<file path="config.mk">
export PLATFORM = sky130hd
export DESIGN_NAME = mscan_top
export DESIGN_NICKNAME = d
export VERILOG_FILES = /design/src/verilog/mscan_pkg.sv /design/src/verilog/mscan_top.sv
export SDC_FILE = /design/constraint.sdc
export NUM_CORES = 1
export LEC_CHECK = 0
export BUFFER_PORTS_ARGS = -buffer_cell sky130_fd_sc_hd__buf_4
export CELL_PAD_IN_SITES_DETAIL_PLACEMENT = 1
export CELL_PAD_IN_SITES_GLOBAL_PLACEMENT = 2
export CORE_UTILIZATION = 25
export DETAILED_ROUTE_END_ITERATION = 8
export HOLD_SLACK_MARGIN = 0.15
export PLACE_DENSITY_LB_ADDON = 0.1
export SKIP_LAST_GASP = 1
export SYNTH_ARGS = -nofsm -noshare
export SYNTH_HDL_FRONTEND = slang
export SYNTH_SLANG_ARGS = --single-unit
</file>
<file path="constraint.sdc">
create_clock -name clock -period 6.7 [get_ports clock]
set_clock_uncertainty 0.2 [all_clocks]
set_input_delay 0.335 -clock clock [delete_from_list [all_inputs] [get_ports clock]]
set_output_delay 0.335 -clock clock [all_outputs]
set_load 0.01 [all_outputs]
</file>
<file path="src/verilog/mscan_pkg.sv">
package mscan_pkg;

    localparam logic [1:0] MSCAN_OFS_CTRL   = 2'h0;
    localparam logic [1:0] MSCAN_OFS_SETUP  = 2'h1;
    localparam logic [1:0] MSCAN_OFS_STATUS = 2'h2;

    localparam int MSCAN_BIT_ENABLE   = 0;
    localparam int MSCAN_BIT_FAIL_INTERRUPT_ENABLE    = 1;
    localparam int MSCAN_BIT_SRESET   = 7;
    localparam int MSCAN_BIT_BUSY     = 0;
    localparam int MSCAN_BIT_OK       = 1;
    localparam int MSCAN_LSB_MODE     = 4;
    localparam int MSCAN_LSB_SECT     = 0;

    localparam logic [7:0] MSCAN_RST_CTRL   = 8'h00;
    localparam logic [7:0] MSCAN_RST_SETUP  = 8'h00;
    localparam logic [7:0] MSCAN_RST_STATUS = 8'h02;

    localparam logic [1:0] MSCAN_SECT_FLASH = 2'h0;
    localparam logic [1:0] MSCAN_SECT_BAPP  = 2'h1;
    localparam logic [1:0] MSCAN_SECT_BOOT  = 2'h2;
    localparam logic [1:0] MSCAN_MODE_PRIO  = 2'h0;

    localparam logic [15:0] MSCAN_CRC_POLY = 16'h1021;
    localparam logic [15:0] MSCAN_CRC_INIT = 16'hFFFF;

    localparam logic [1:0] MSCAN_START_DLY = 2'h3;

    typedef struct packed {
        logic [1:0] addr;
        logic [7:0] wdata;
        logic       wr;
        logic       rd;
    } mscan_req_t;

    typedef struct packed {
        logic acc;
        logic reg_acc;
        logic disc;
        logic wr_status;
        logic [7:0] wdata;
    } mscan_dbg_t;

    typedef enum logic [1:0] {
        MSCAN_IDLE,
        MSCAN_WAIT,
        MSCAN_RUN
    } mscan_state_t;

endpackage : mscan_pkg

</file>
<file path="src/verilog/mscan_top.sv">
// The implementer's own choice: the plain strobed port.
`timescale 1ns/1ps

// Functional notes
// - Debugger memory or peripheral access disables the checker meanwhile.
// - Interrupted scan restarts from start on debug register access.
// - Busy stays 1 while held off, but no bytes are processed.
// - Debugger status copy readable without disabling; reading re-enables.
// - Debugger writing busy 0 cancels the pending or running scan.
// - Debugger writing busy 1 schedules one scan, starts when released.
// - Setup write ignored while busy or after NMI; enable-bit too.
// - Debugger clearing pass raises NMI if enabled; NMI blocks writes.
// - Debugger writing pass 1 makes it read 1 when not busy.
// - Debugger writes reach only the status register; control writes come from the CPU.
// - Self-reset strobe clears setup, status and enable one cycle later, not interrupt enable.
// - Strobe always acts with NMI disabled, else only when idle.
// - Failure raises NMI when enabled; only system reset clears interrupt enable.
// - Setting the interrupt enable only works while not busy.
// - Writing enable 1 starts a scan; bit stays 1; 0 ignored.
// - Mode field bits 5:4, value 0 is priority scan halting CPU.
// - Section field bits 1:0 selects whole, boot+app or boot.
// - Start-up scan leaves section and enable bits showing that scan.
// - Pass flag reads 1 after reset and reports the last scan.
// - Busy flag reads 1 for the whole scan.
// - Checksum uses CCITT polynomial preset to all ones.
// - Bytes fed from byte 0 upward, most significant bit first.
// - Scan begins three cycles after enable is written.
// - Failure clears pass; raised NMI stays until system reset.
module mscan_top
    import mscan_pkg::*;
#(
    parameter int AW = 16
) (
    input  wire logic          clock,        // System clock.
    input  wire logic          rst,          // System reset.
    input  wire mscan_req_t    cpu_req,      // CPU register request.
    output logic [7:0]         cpu_rdata,    // CPU read data.
    input  wire mscan_dbg_t    dbg,          // Debugger events and writes.
    input  wire logic          dbg_st_rd,    // Debugger status copy read.
    output logic [1:0]         dbg_st_r,     // Synchronized status copy.
    input  wire logic          boot_scan,    // Start-up scan request pulse.
    input  wire logic [1:0]    boot_sect,    // Start-up scan section.
    input  wire logic [AW-1:0] sect_last,    // Last address of selection.
    output logic [1:0]         sect_sel_r,   // Section to scan.
    output logic [AW-1:0]      fl_addr_r,    // Flash byte address.
    output logic               fl_rd_r,      // Flash byte request.
    input  wire logic [7:0]    fl_data,      // Flash byte, next cycle.
    output logic               cpu_halt_r,   // Priority scan stalls CPU.
    output logic               nmi_r         // Non-maskable interrupt.
);

    mscan_state_t    st_r;
    logic [1:0]      dly_r;
    logic            en_r;
    logic            fail_interrupt_enable_r;
    logic            sreset_r;
    logic [1:0]      mode_r;
    logic            busy_r;
    logic            ok_r;
    logic            hold_r;
    logic [15:0]     crc_r;
    logic [AW-1:0]   addr_r;
    logic            vld_r;
    logic            last_r;
    logic            wr;
    logic [1:0]      wa;
    logic [7:0]      wd;
    logic            idle_ok;
    logic            start_req;
    logic            crc_pass;
    logic [15:0]     crc_nxt;
    logic            ctrl_wr;
    logic            setup_wr;
    logic            dbg_cancel;
    logic            dbg_sched;
    logic            scan_kill;
    logic            scan_start;
    logic            scan_done;

    function automatic logic [15:0] crc_byte(input logic [15:0] c,
                                             input logic [7:0] d);
        logic [15:0] r;
        r = c;
        for (int i = 7; i >= 0; i--) begin
            r = {r[14:0], 1'b0} ^ ((r[15] ^ d[i]) ? MSCAN_CRC_POLY : 16'h0);
        end
        return r;
    endfunction : crc_byte

    // Register write decode for enable and setup; interrupt enable and self-reset decode inline.
    function automatic logic wr_hit(input logic       w,
                                    input logic [1:0] a,
                                    input logic [1:0] ofs);
        return w && (a == ofs);
    endfunction : wr_hit

    // Read-back image of one register; unused bits read zero.
    function automatic logic [7:0] rd_image(input logic [1:0] a,
                                            input logic       en,
                                            input logic       fail_interrupt_enable,
                                            input logic [1:0] mode,
                                            input logic [1:0] sect,
                                            input logic       ok,
                                            input logic       busy);
        logic [7:0] r;
        r = 8'h00;
        case (a)
            MSCAN_OFS_CTRL:   r = {6'h00, fail_interrupt_enable, en};
            MSCAN_OFS_SETUP:  r = {2'h0, mode, 2'h0, sect};
            MSCAN_OFS_STATUS: r = {6'h00, ok, busy};
            default:          r = 8'h00;
        endcase
        return r;
    endfunction : rd_image

    // Only CPU writes take the control path; the debugger term is masked off.
    assign wr = (cpu_req.wr | (dbg.wr_status & 1'b0)) & ~nmi_r;
    assign wa = cpu_req.addr;
    assign wd = cpu_req.wdata;
    assign idle_ok = ~busy_r;
    assign ctrl_wr = wr_hit(wr, wa, MSCAN_OFS_CTRL);
    assign setup_wr = wr_hit(wr, wa, MSCAN_OFS_SETUP);
    assign start_req = ctrl_wr && wd[MSCAN_BIT_ENABLE] && !sreset_r;
    // Debugger status writes are refused once the interrupt has fired.
    assign dbg_cancel = dbg.wr_status && !nmi_r
                        && !dbg.wdata[MSCAN_BIT_BUSY];
    assign dbg_sched = dbg.wr_status && !nmi_r
                       && dbg.wdata[MSCAN_BIT_BUSY];
    assign scan_kill = sreset_r || dbg_cancel;
    assign scan_start = start_req || boot_scan || dbg_sched;
    assign scan_done = st_r == MSCAN_RUN && last_r && vld_r && !hold_r;
    assign crc_nxt = vld_r ? crc_byte(crc_r, fl_data) : crc_r;
    assign crc_pass = (crc_nxt == 16'h0000);

    // Debugger hold-off of the checker.
    always_ff @(posedge clock or posedge rst) begin
        if (rst) begin
            hold_r <= 1'b0;
        end else if (dbg.reg_acc || dbg.disc || dbg_st_rd) begin
            hold_r <= 1'b0;
        end else if (dbg.acc) begin
            hold_r <= 1'b1;
        end
    end

    always_ff @(posedge clock or posedge rst) begin
        if (rst) begin
            dbg_st_r <= 2'h0;
        end else begin
            dbg_st_r <= {ok_r, busy_r};
        end
    end

    // Self-reset strobe, acted on the cycle after the write.
    always_ff @(posedge clock or posedge rst) begin
        if (rst) begin
            sreset_r <= 1'b0;
        end else begin
            sreset_r <= wr && wa == MSCAN_OFS_CTRL && wd[MSCAN_BIT_SRESET]
                        && (!fail_interrupt_enable_r || idle_ok);
        end
    end

    always_ff @(posedge clock or posedge rst) begin
        if (rst) begin
            fail_interrupt_enable_r <= 1'b0;
        end else if (wr && wa == MSCAN_OFS_CTRL && wd[MSCAN_BIT_FAIL_INTERRUPT_ENABLE]
                     && idle_ok) begin
            fail_interrupt_enable_r <= 1'b1;
        end
    end

    always_ff @(posedge clock or posedge rst) begin
        if (rst) begin
            en_r <= 1'b0;
        end else if (sreset_r) begin
            en_r <= 1'b0;
        end else if (start_req || boot_scan) begin
            en_r <= 1'b1;
        end
    end

    always_ff @(posedge clock or posedge rst) begin
        if (rst) begin
            sect_sel_r <= MSCAN_RST_SETUP[1:0];
        end else if (sreset_r) begin
            sect_sel_r <= MSCAN_RST_SETUP[1:0];
        end else if (boot_scan) begin
            sect_sel_r <= boot_sect;
        end else if (setup_wr && idle_ok) begin
            sect_sel_r <= wd[1:0];
        end
    end

    // A start-up scan leaves a non-zero mode behind; software rewrites it.
    always_ff @(posedge clock or posedge rst) begin
        if (rst) begin
            mode_r <= MSCAN_RST_SETUP[5:4];
        end else if (sreset_r) begin
            mode_r <= MSCAN_RST_SETUP[5:4];
        end else if (boot_scan) begin
            mode_r <= 2'h1;
        end else if (setup_wr && idle_ok) begin
            mode_r <= wd[5:4];
        end
    end

    // Scan sequencer: wait three cycles, then stream bytes.
    always_ff @(posedge clock or posedge rst) begin
        if (rst) begin
            st_r <= MSCAN_IDLE;
        end else if (scan_kill) begin
            st_r <= MSCAN_IDLE;
        end else begin
            case (st_r)
                MSCAN_IDLE: begin
                    if (scan_start) begin
                        st_r <= MSCAN_WAIT;
                    end
                end
                MSCAN_WAIT: begin
                    if (!hold_r && dly_r == 2'h0) begin
                        st_r <= MSCAN_RUN;
                    end
                end
                MSCAN_RUN: begin
                    if (hold_r) begin
                        st_r <= MSCAN_WAIT;
                    end else if (last_r && vld_r) begin
                        st_r <= MSCAN_IDLE;
                    end
                end
                default: st_r <= MSCAN_IDLE;
            endcase
        end
    end

    // Start delay; a scan held off while running resumes with no further delay.
    always_ff @(posedge clock or posedge rst) begin
        if (rst) begin
            dly_r <= 2'h0;
        end else if (st_r == MSCAN_IDLE && scan_start) begin
            dly_r <= MSCAN_START_DLY - 2'h1;
        end else if (st_r == MSCAN_RUN && hold_r) begin
            dly_r <= 2'h0;
        end else if (st_r == MSCAN_WAIT && !hold_r && dly_r != 2'h0) begin
            dly_r <= dly_r - 2'h1;
        end
    end

    // Busy stays set while the debugger holds the scan off.
    always_ff @(posedge clock or posedge rst) begin
        if (rst) begin
            busy_r <= 1'b0;
        end else if (scan_kill) begin
            busy_r <= 1'b0;
        end else if (st_r == MSCAN_IDLE && scan_start) begin
            busy_r <= 1'b1;
        end else if (scan_done) begin
            busy_r <= 1'b0;
        end
    end

    // Every entry to the wait state rewinds the scan to byte 0.
    always_ff @(posedge clock or posedge rst) begin
        if (rst) begin
            addr_r <= '0;
        end else if (st_r == MSCAN_WAIT) begin
            addr_r <= '0;
        end else if (st_r == MSCAN_RUN && !hold_r && !last_r) begin
            addr_r <= addr_r + AW'(1);
        end
    end

    // Flash returns each byte in the cycle after its request.
    always_ff @(posedge clock or posedge rst) begin
        if (rst) begin
            fl_rd_r <= 1'b0;
        end else begin
            fl_rd_r <= st_r == MSCAN_RUN && !hold_r && !last_r;
        end
    end

    always_ff @(posedge clock or posedge rst) begin
        if (rst) begin
            fl_addr_r <= '0;
        end else begin
            fl_addr_r <= addr_r;
        end
    end

    always_ff @(posedge clock or posedge rst) begin
        if (rst) begin
            vld_r <= 1'b0;
        end else begin
            vld_r <= fl_rd_r;
        end
    end

    // Marks the byte holding the low half of the stored checksum.
    always_ff @(posedge clock or posedge rst) begin
        if (rst) begin
            last_r <= 1'b0;
        end else begin
            last_r <= st_r == MSCAN_RUN && fl_rd_r && fl_addr_r == sect_last;
        end
    end

    always_ff @(posedge clock or posedge rst) begin
        if (rst) begin
            crc_r <= MSCAN_CRC_INIT;
        end else if (st_r != MSCAN_RUN) begin
            crc_r <= MSCAN_CRC_INIT;
        end else begin
            crc_r <= crc_nxt;
        end
    end

    always_ff @(posedge clock or posedge rst) begin
        if (rst) begin
            ok_r <= MSCAN_RST_STATUS[MSCAN_BIT_OK];
        end else if (st_r == MSCAN_RUN && last_r && vld_r && !hold_r) begin
            ok_r <= crc_pass;
        end else if (sreset_r) begin
            ok_r <= 1'b0;
        end else if (dbg.wr_status && !nmi_r) begin
            ok_r <= dbg.wdata[MSCAN_BIT_OK];
        end
    end

    always_ff @(posedge clock or posedge rst) begin
        if (rst) begin
            nmi_r <= 1'b0;
        end else if (fail_interrupt_enable_r && ((st_r == MSCAN_RUN && last_r && vld_r
                     && !hold_r && !crc_pass) || (dbg.wr_status
                     && !dbg.wdata[MSCAN_BIT_OK]))) begin
            nmi_r <= 1'b1;
        end
    end

    always_ff @(posedge clock or posedge rst) begin
        if (rst) begin
            cpu_halt_r <= 1'b0;
        end else begin
            cpu_halt_r <= busy_r && st_r != MSCAN_WAIT
                          && mode_r == MSCAN_MODE_PRIO;
        end
    end

    // Read port; strobe bit and unused bits read zero.
    always_ff @(posedge clock or posedge rst) begin
        if (rst) begin
            cpu_rdata <= 8'h00;
        end else if (cpu_req.rd) begin
            cpu_rdata <= rd_image(cpu_req.addr, en_r, fail_interrupt_enable_r, mode_r,
                                  sect_sel_r, ok_r, busy_r);
        end else begin
            cpu_rdata <= 8'h00;
        end
    end

endmodule : mscan_top
</file>
==> flow_metrics.tcl <==
set metrics [dict create \
    postSynthCellCount 339 \
    grt_pass1_vias 2890 \
    core.rowCount 43 \
    cts_buffers 9 \
    grt_usage_pct 13.5 \
    cts_tree "done" \
    grt_first_pass_wirelength_um 15000 \
    reg2reg_depth 4 \
    cp_slowest_cell "nor4bb_1" \
    start_util_pct 25.9 \
    drtIter0Drc 90 \
    avgSynthCellArea_um2 10.7 \
    ff_latch_area_mm2 0.00185 \
    yosys_warnings 0 \
    io_pins 85 \
    die_w_um 123 \
    layout_min_cycle_time_ns 2.61 \
    worst_slew_pin_slew_ns 1.10 \
    yosys.area_share.simple_pct 17.7 \
    diodes 0 \
    layout.nets 482 \
    max_freq_mhz 384 \
    grt_antenna_before_repair 0 \
    synth-edff-count 0 \
    layout_common_cells "buf_4 (74), dfrtp_1 (56), nor2_1 (33)" \
    dieArea_mm2 0.0150 \
    layout_commonest_cell "buf_4" \
    wl_per_cell_um 15.3 \
    place_hpwl_um 6640 \
    maxCapViolCount 0 \
    synthFlopType "dfrtp_1" \
    drcViolationCount 0 \
    crit_fanout 6 \
    synthArstFlopShare_pct 100 \
    dp.cells 580 \
    r2r_end "mode_r[1]$_DFFE_PP0P_" \
    finalCritPeriodShare_pct 38.9 \
    fill_cells 1598 \
    yosysSeqAreaShare_pct 50.8 \
    worstSkewPairLatency_ns 0.34 \
    critical_path_buf_inv_count 1 \
    vias 2684 \
    postLayoutCoreUtil_pct 34.1 \
    finalSetupViolations 0 \
    numClockSinks 73 \
    worstHoldPathType "primary input to flop" \
    synth_top_family_by_area "simple AND/OR/NAND/NOR gates" \
    synth_cell_types 50 \
    leakagePower_nw 2.11 \
    drv_slew 0 \
    status "finished clean" \
    max_slew_margin_pct 25.8 \
    worstPathCellList "nor4bb_1 -> mux2i_1 -> nor3_1 -> dlygate4sd3_1" \
    hold_path_depth 3 \
    peakVddDrop_mv 0.114 \
    hp-start "cpu_req[11]" \
    synth_area_mm2 0.00364 \
    grt_max_degree 74 \
    cts.path.max_buffers 2 \
    finalHoldViolations 0 \
    min_to "cpu_rdata[1]$_DFF_PP0_" \
    gp_congestion 0.689 \
    crit_path_end_kind "flop" \
    critical-path-max-stage-delay_ns 0.95 \
    multi_input_area_mm2 0.00168 \
    synthXorXnorAreaFrac_pct 16.9 \
    ant_nets 0 \
    pwr_density_cell_mw_per_mm2 272 \
    dr.pass1.iters 4 \
    path_class "flop to flop" \
    hold_ws_ns 0.156 \
    total_power_mw 1.30 \
    io_buffers 71 \
    crit_path_start_kind "flop" \
    synth_compound_area_share_pct 6.77 \
    critical_path.top_delay_family "simple AND/OR/NAND/NOR gates" \
    cp_data_arrival_time_ns 2.63 \
    synthAdderAreaFrac_pct 0.688 \
    setup-tns-final_ns 0 \
    grt_overflow_total 0 \
    layout-drive-gt1-share_pct 27.1 \
    cts_root_buf "clkbuf_16" \
    rsz0062_at_grt "false" \
    postRouteWirelength_um 9350 \
    ff2ff_setup_slack_ns 4.09 \
    finalNonFillerCells 611 \
    synth.mux.area_fraction_pct 3.75 \
    area_growth_pct 31.4 \
    crit-reg2reg-launch "nmi_r$_DFFE_PP0P_" \
    cts_resized 0 \
    yosys_register_bits 73 \
    dieHeight_um 123 \
    fp.coreArea_mm2 0.0140 \
    viasPerCell 4.39 \
    cp.required_ns 6.72 \
    h-tree-depth 3 \
    path_clk_slew_ns 0.06 \
]
[repair_timing]
action / 4_1_cts / 5_1_grt
buffers inserted: 0 / 0
hold buffers: 15 / 0
endpoints found under the hold margin: 27 / 0
[where the power goes]
| part | internal (mW) | switching, mW | leakage [nW] | total [mW] |
|---|---|---|---|---|
| registers | 0.489 | 0.0558 | 0.924 | 0.545 |
| logic | 0.134 | 0.167 | 1.06 | 0.301 |
| clock network | 0.270 | 0.187 | 0.131 | 0.457 |
| total | 0.893 | 0.410 | 2.11 | 1.30 |
[worst min-delay path: stages]
cell and delay [ns]:
buf_4 0.10, o21ai_0 0.07, and2_1 0.15
[logic make-up (layout without fill, tap and decap cells)]
| family | count (synthesis) | in the layout |
|---|---|---|
| simple gates | 122 | 122 |
| compound gates | 41 | 41 |
| other cells | 1 | 4 |
| xor+xnor | 61 | 61 |
| flops | 73 | 73 |
| fa+ha+maj | 2 | 2 |
| buf+inv | 26 | 115 |
| mux | 13 | 13 |
[worst max path at each step]
stage | start | end | slack, ns | cells past startpoint
finish | nmi_r$_DFFE_PP0P_ | mode_r[1]$_DFFE_PP0P_ | 4.09 | 4
detailed placement | st_r[0]$_DFFE_PP0P_ | addr_r[12]$_DFFE_PP0P_ | 4.29 | 6
CTS | nmi_r$_DFFE_PP0P_ | mode_r[1]$_DFFE_PP0P_ | 4.08 | 4
floorplan | rst | addr_r[0]$_DFFE_PP0P_ | 4.34 | 1
global placement | cpu_req[10] | sect_sel_r[0]$_DFFE_PP0P_ | 4.27 | 7
global route | nmi_r$_DFFE_PP0P_ | mode_r[1]$_DFFE_PP0P_ | 3.95 | 4
[sequential cells by signal, indices dropped and copies added (netlist names), 4 cells and up]
signal and count:
fl_addr_r 16, addr_r 16, cpu_rdata 4, crc_r 16
[Yosys cell counts, types with 3 or more instances]
cell | n | area (µm²)
xor2_1 | 23 | 201
xnor2_1 | 32 | 280
nand2b_1 | 5 | 31.3
xnor3_1 | 3 | 67.6
or3_1 | 4 | 25.0
mux2i_1 | 11 | 110
clkbuf_1 | 9 | 33.8
dfstp_2 | 17 | 447
nor3_1 | 5 | 25.0
dfrtp_1 | 56 | 1400
and3_1 | 4 | 25.0
inv_1 | 9 | 33.8
nand3_1 | 6 | 30.0
nand2_1 | 30 | 113
nor4_1 | 7 | 43.8
nand4_1 | 11 | 68.8
a21oi_1 | 13 | 65.1
o21ai_0 | 15 | 75.1
nor2b_1 | 5 | 31.3
buf_4 | 4 | 30.0
nor2_1 | 33 | 124
[cell type report]
| cell class | count | area share, % |
|---|---|---|
| multi-input combinational | 243 | 35.2 |
| tap | 180 | 4.71 |
| inverter | 10 | 0.785 |
| clock buffer | 12 | 5.36 |
| sequential | 73 | 38.6 |
| clock inverter | 4 | 0.576 |
| timing repair buffer | 89 | 14.8 |
[routing by layer]
| layer | vias up | track usage, % | wire length [µm] |
|---|---|---|---|
| li1 | 1325 | - | - |
| met1 | 1302 | 17.0 | 4320 |
| met2 | 51 | 21.8 | 4460 |
| met3 | 6 | 4.51 | 462 |
| met4 | 0 | 4.12 | 102 |
| met5 | - | 0 | 0 |
[stage by stage]
stage / setup WS, ns / area, µm²
floorplan: 4.34 / 3650
detailed placement: 4.29 / 4350
global route: 3.95 / 4780
finish: 4.09 / 4780
CTS: 4.08 / 4780
global placement: 4.27 / 4350
Power figures use the tool's default switching activity.
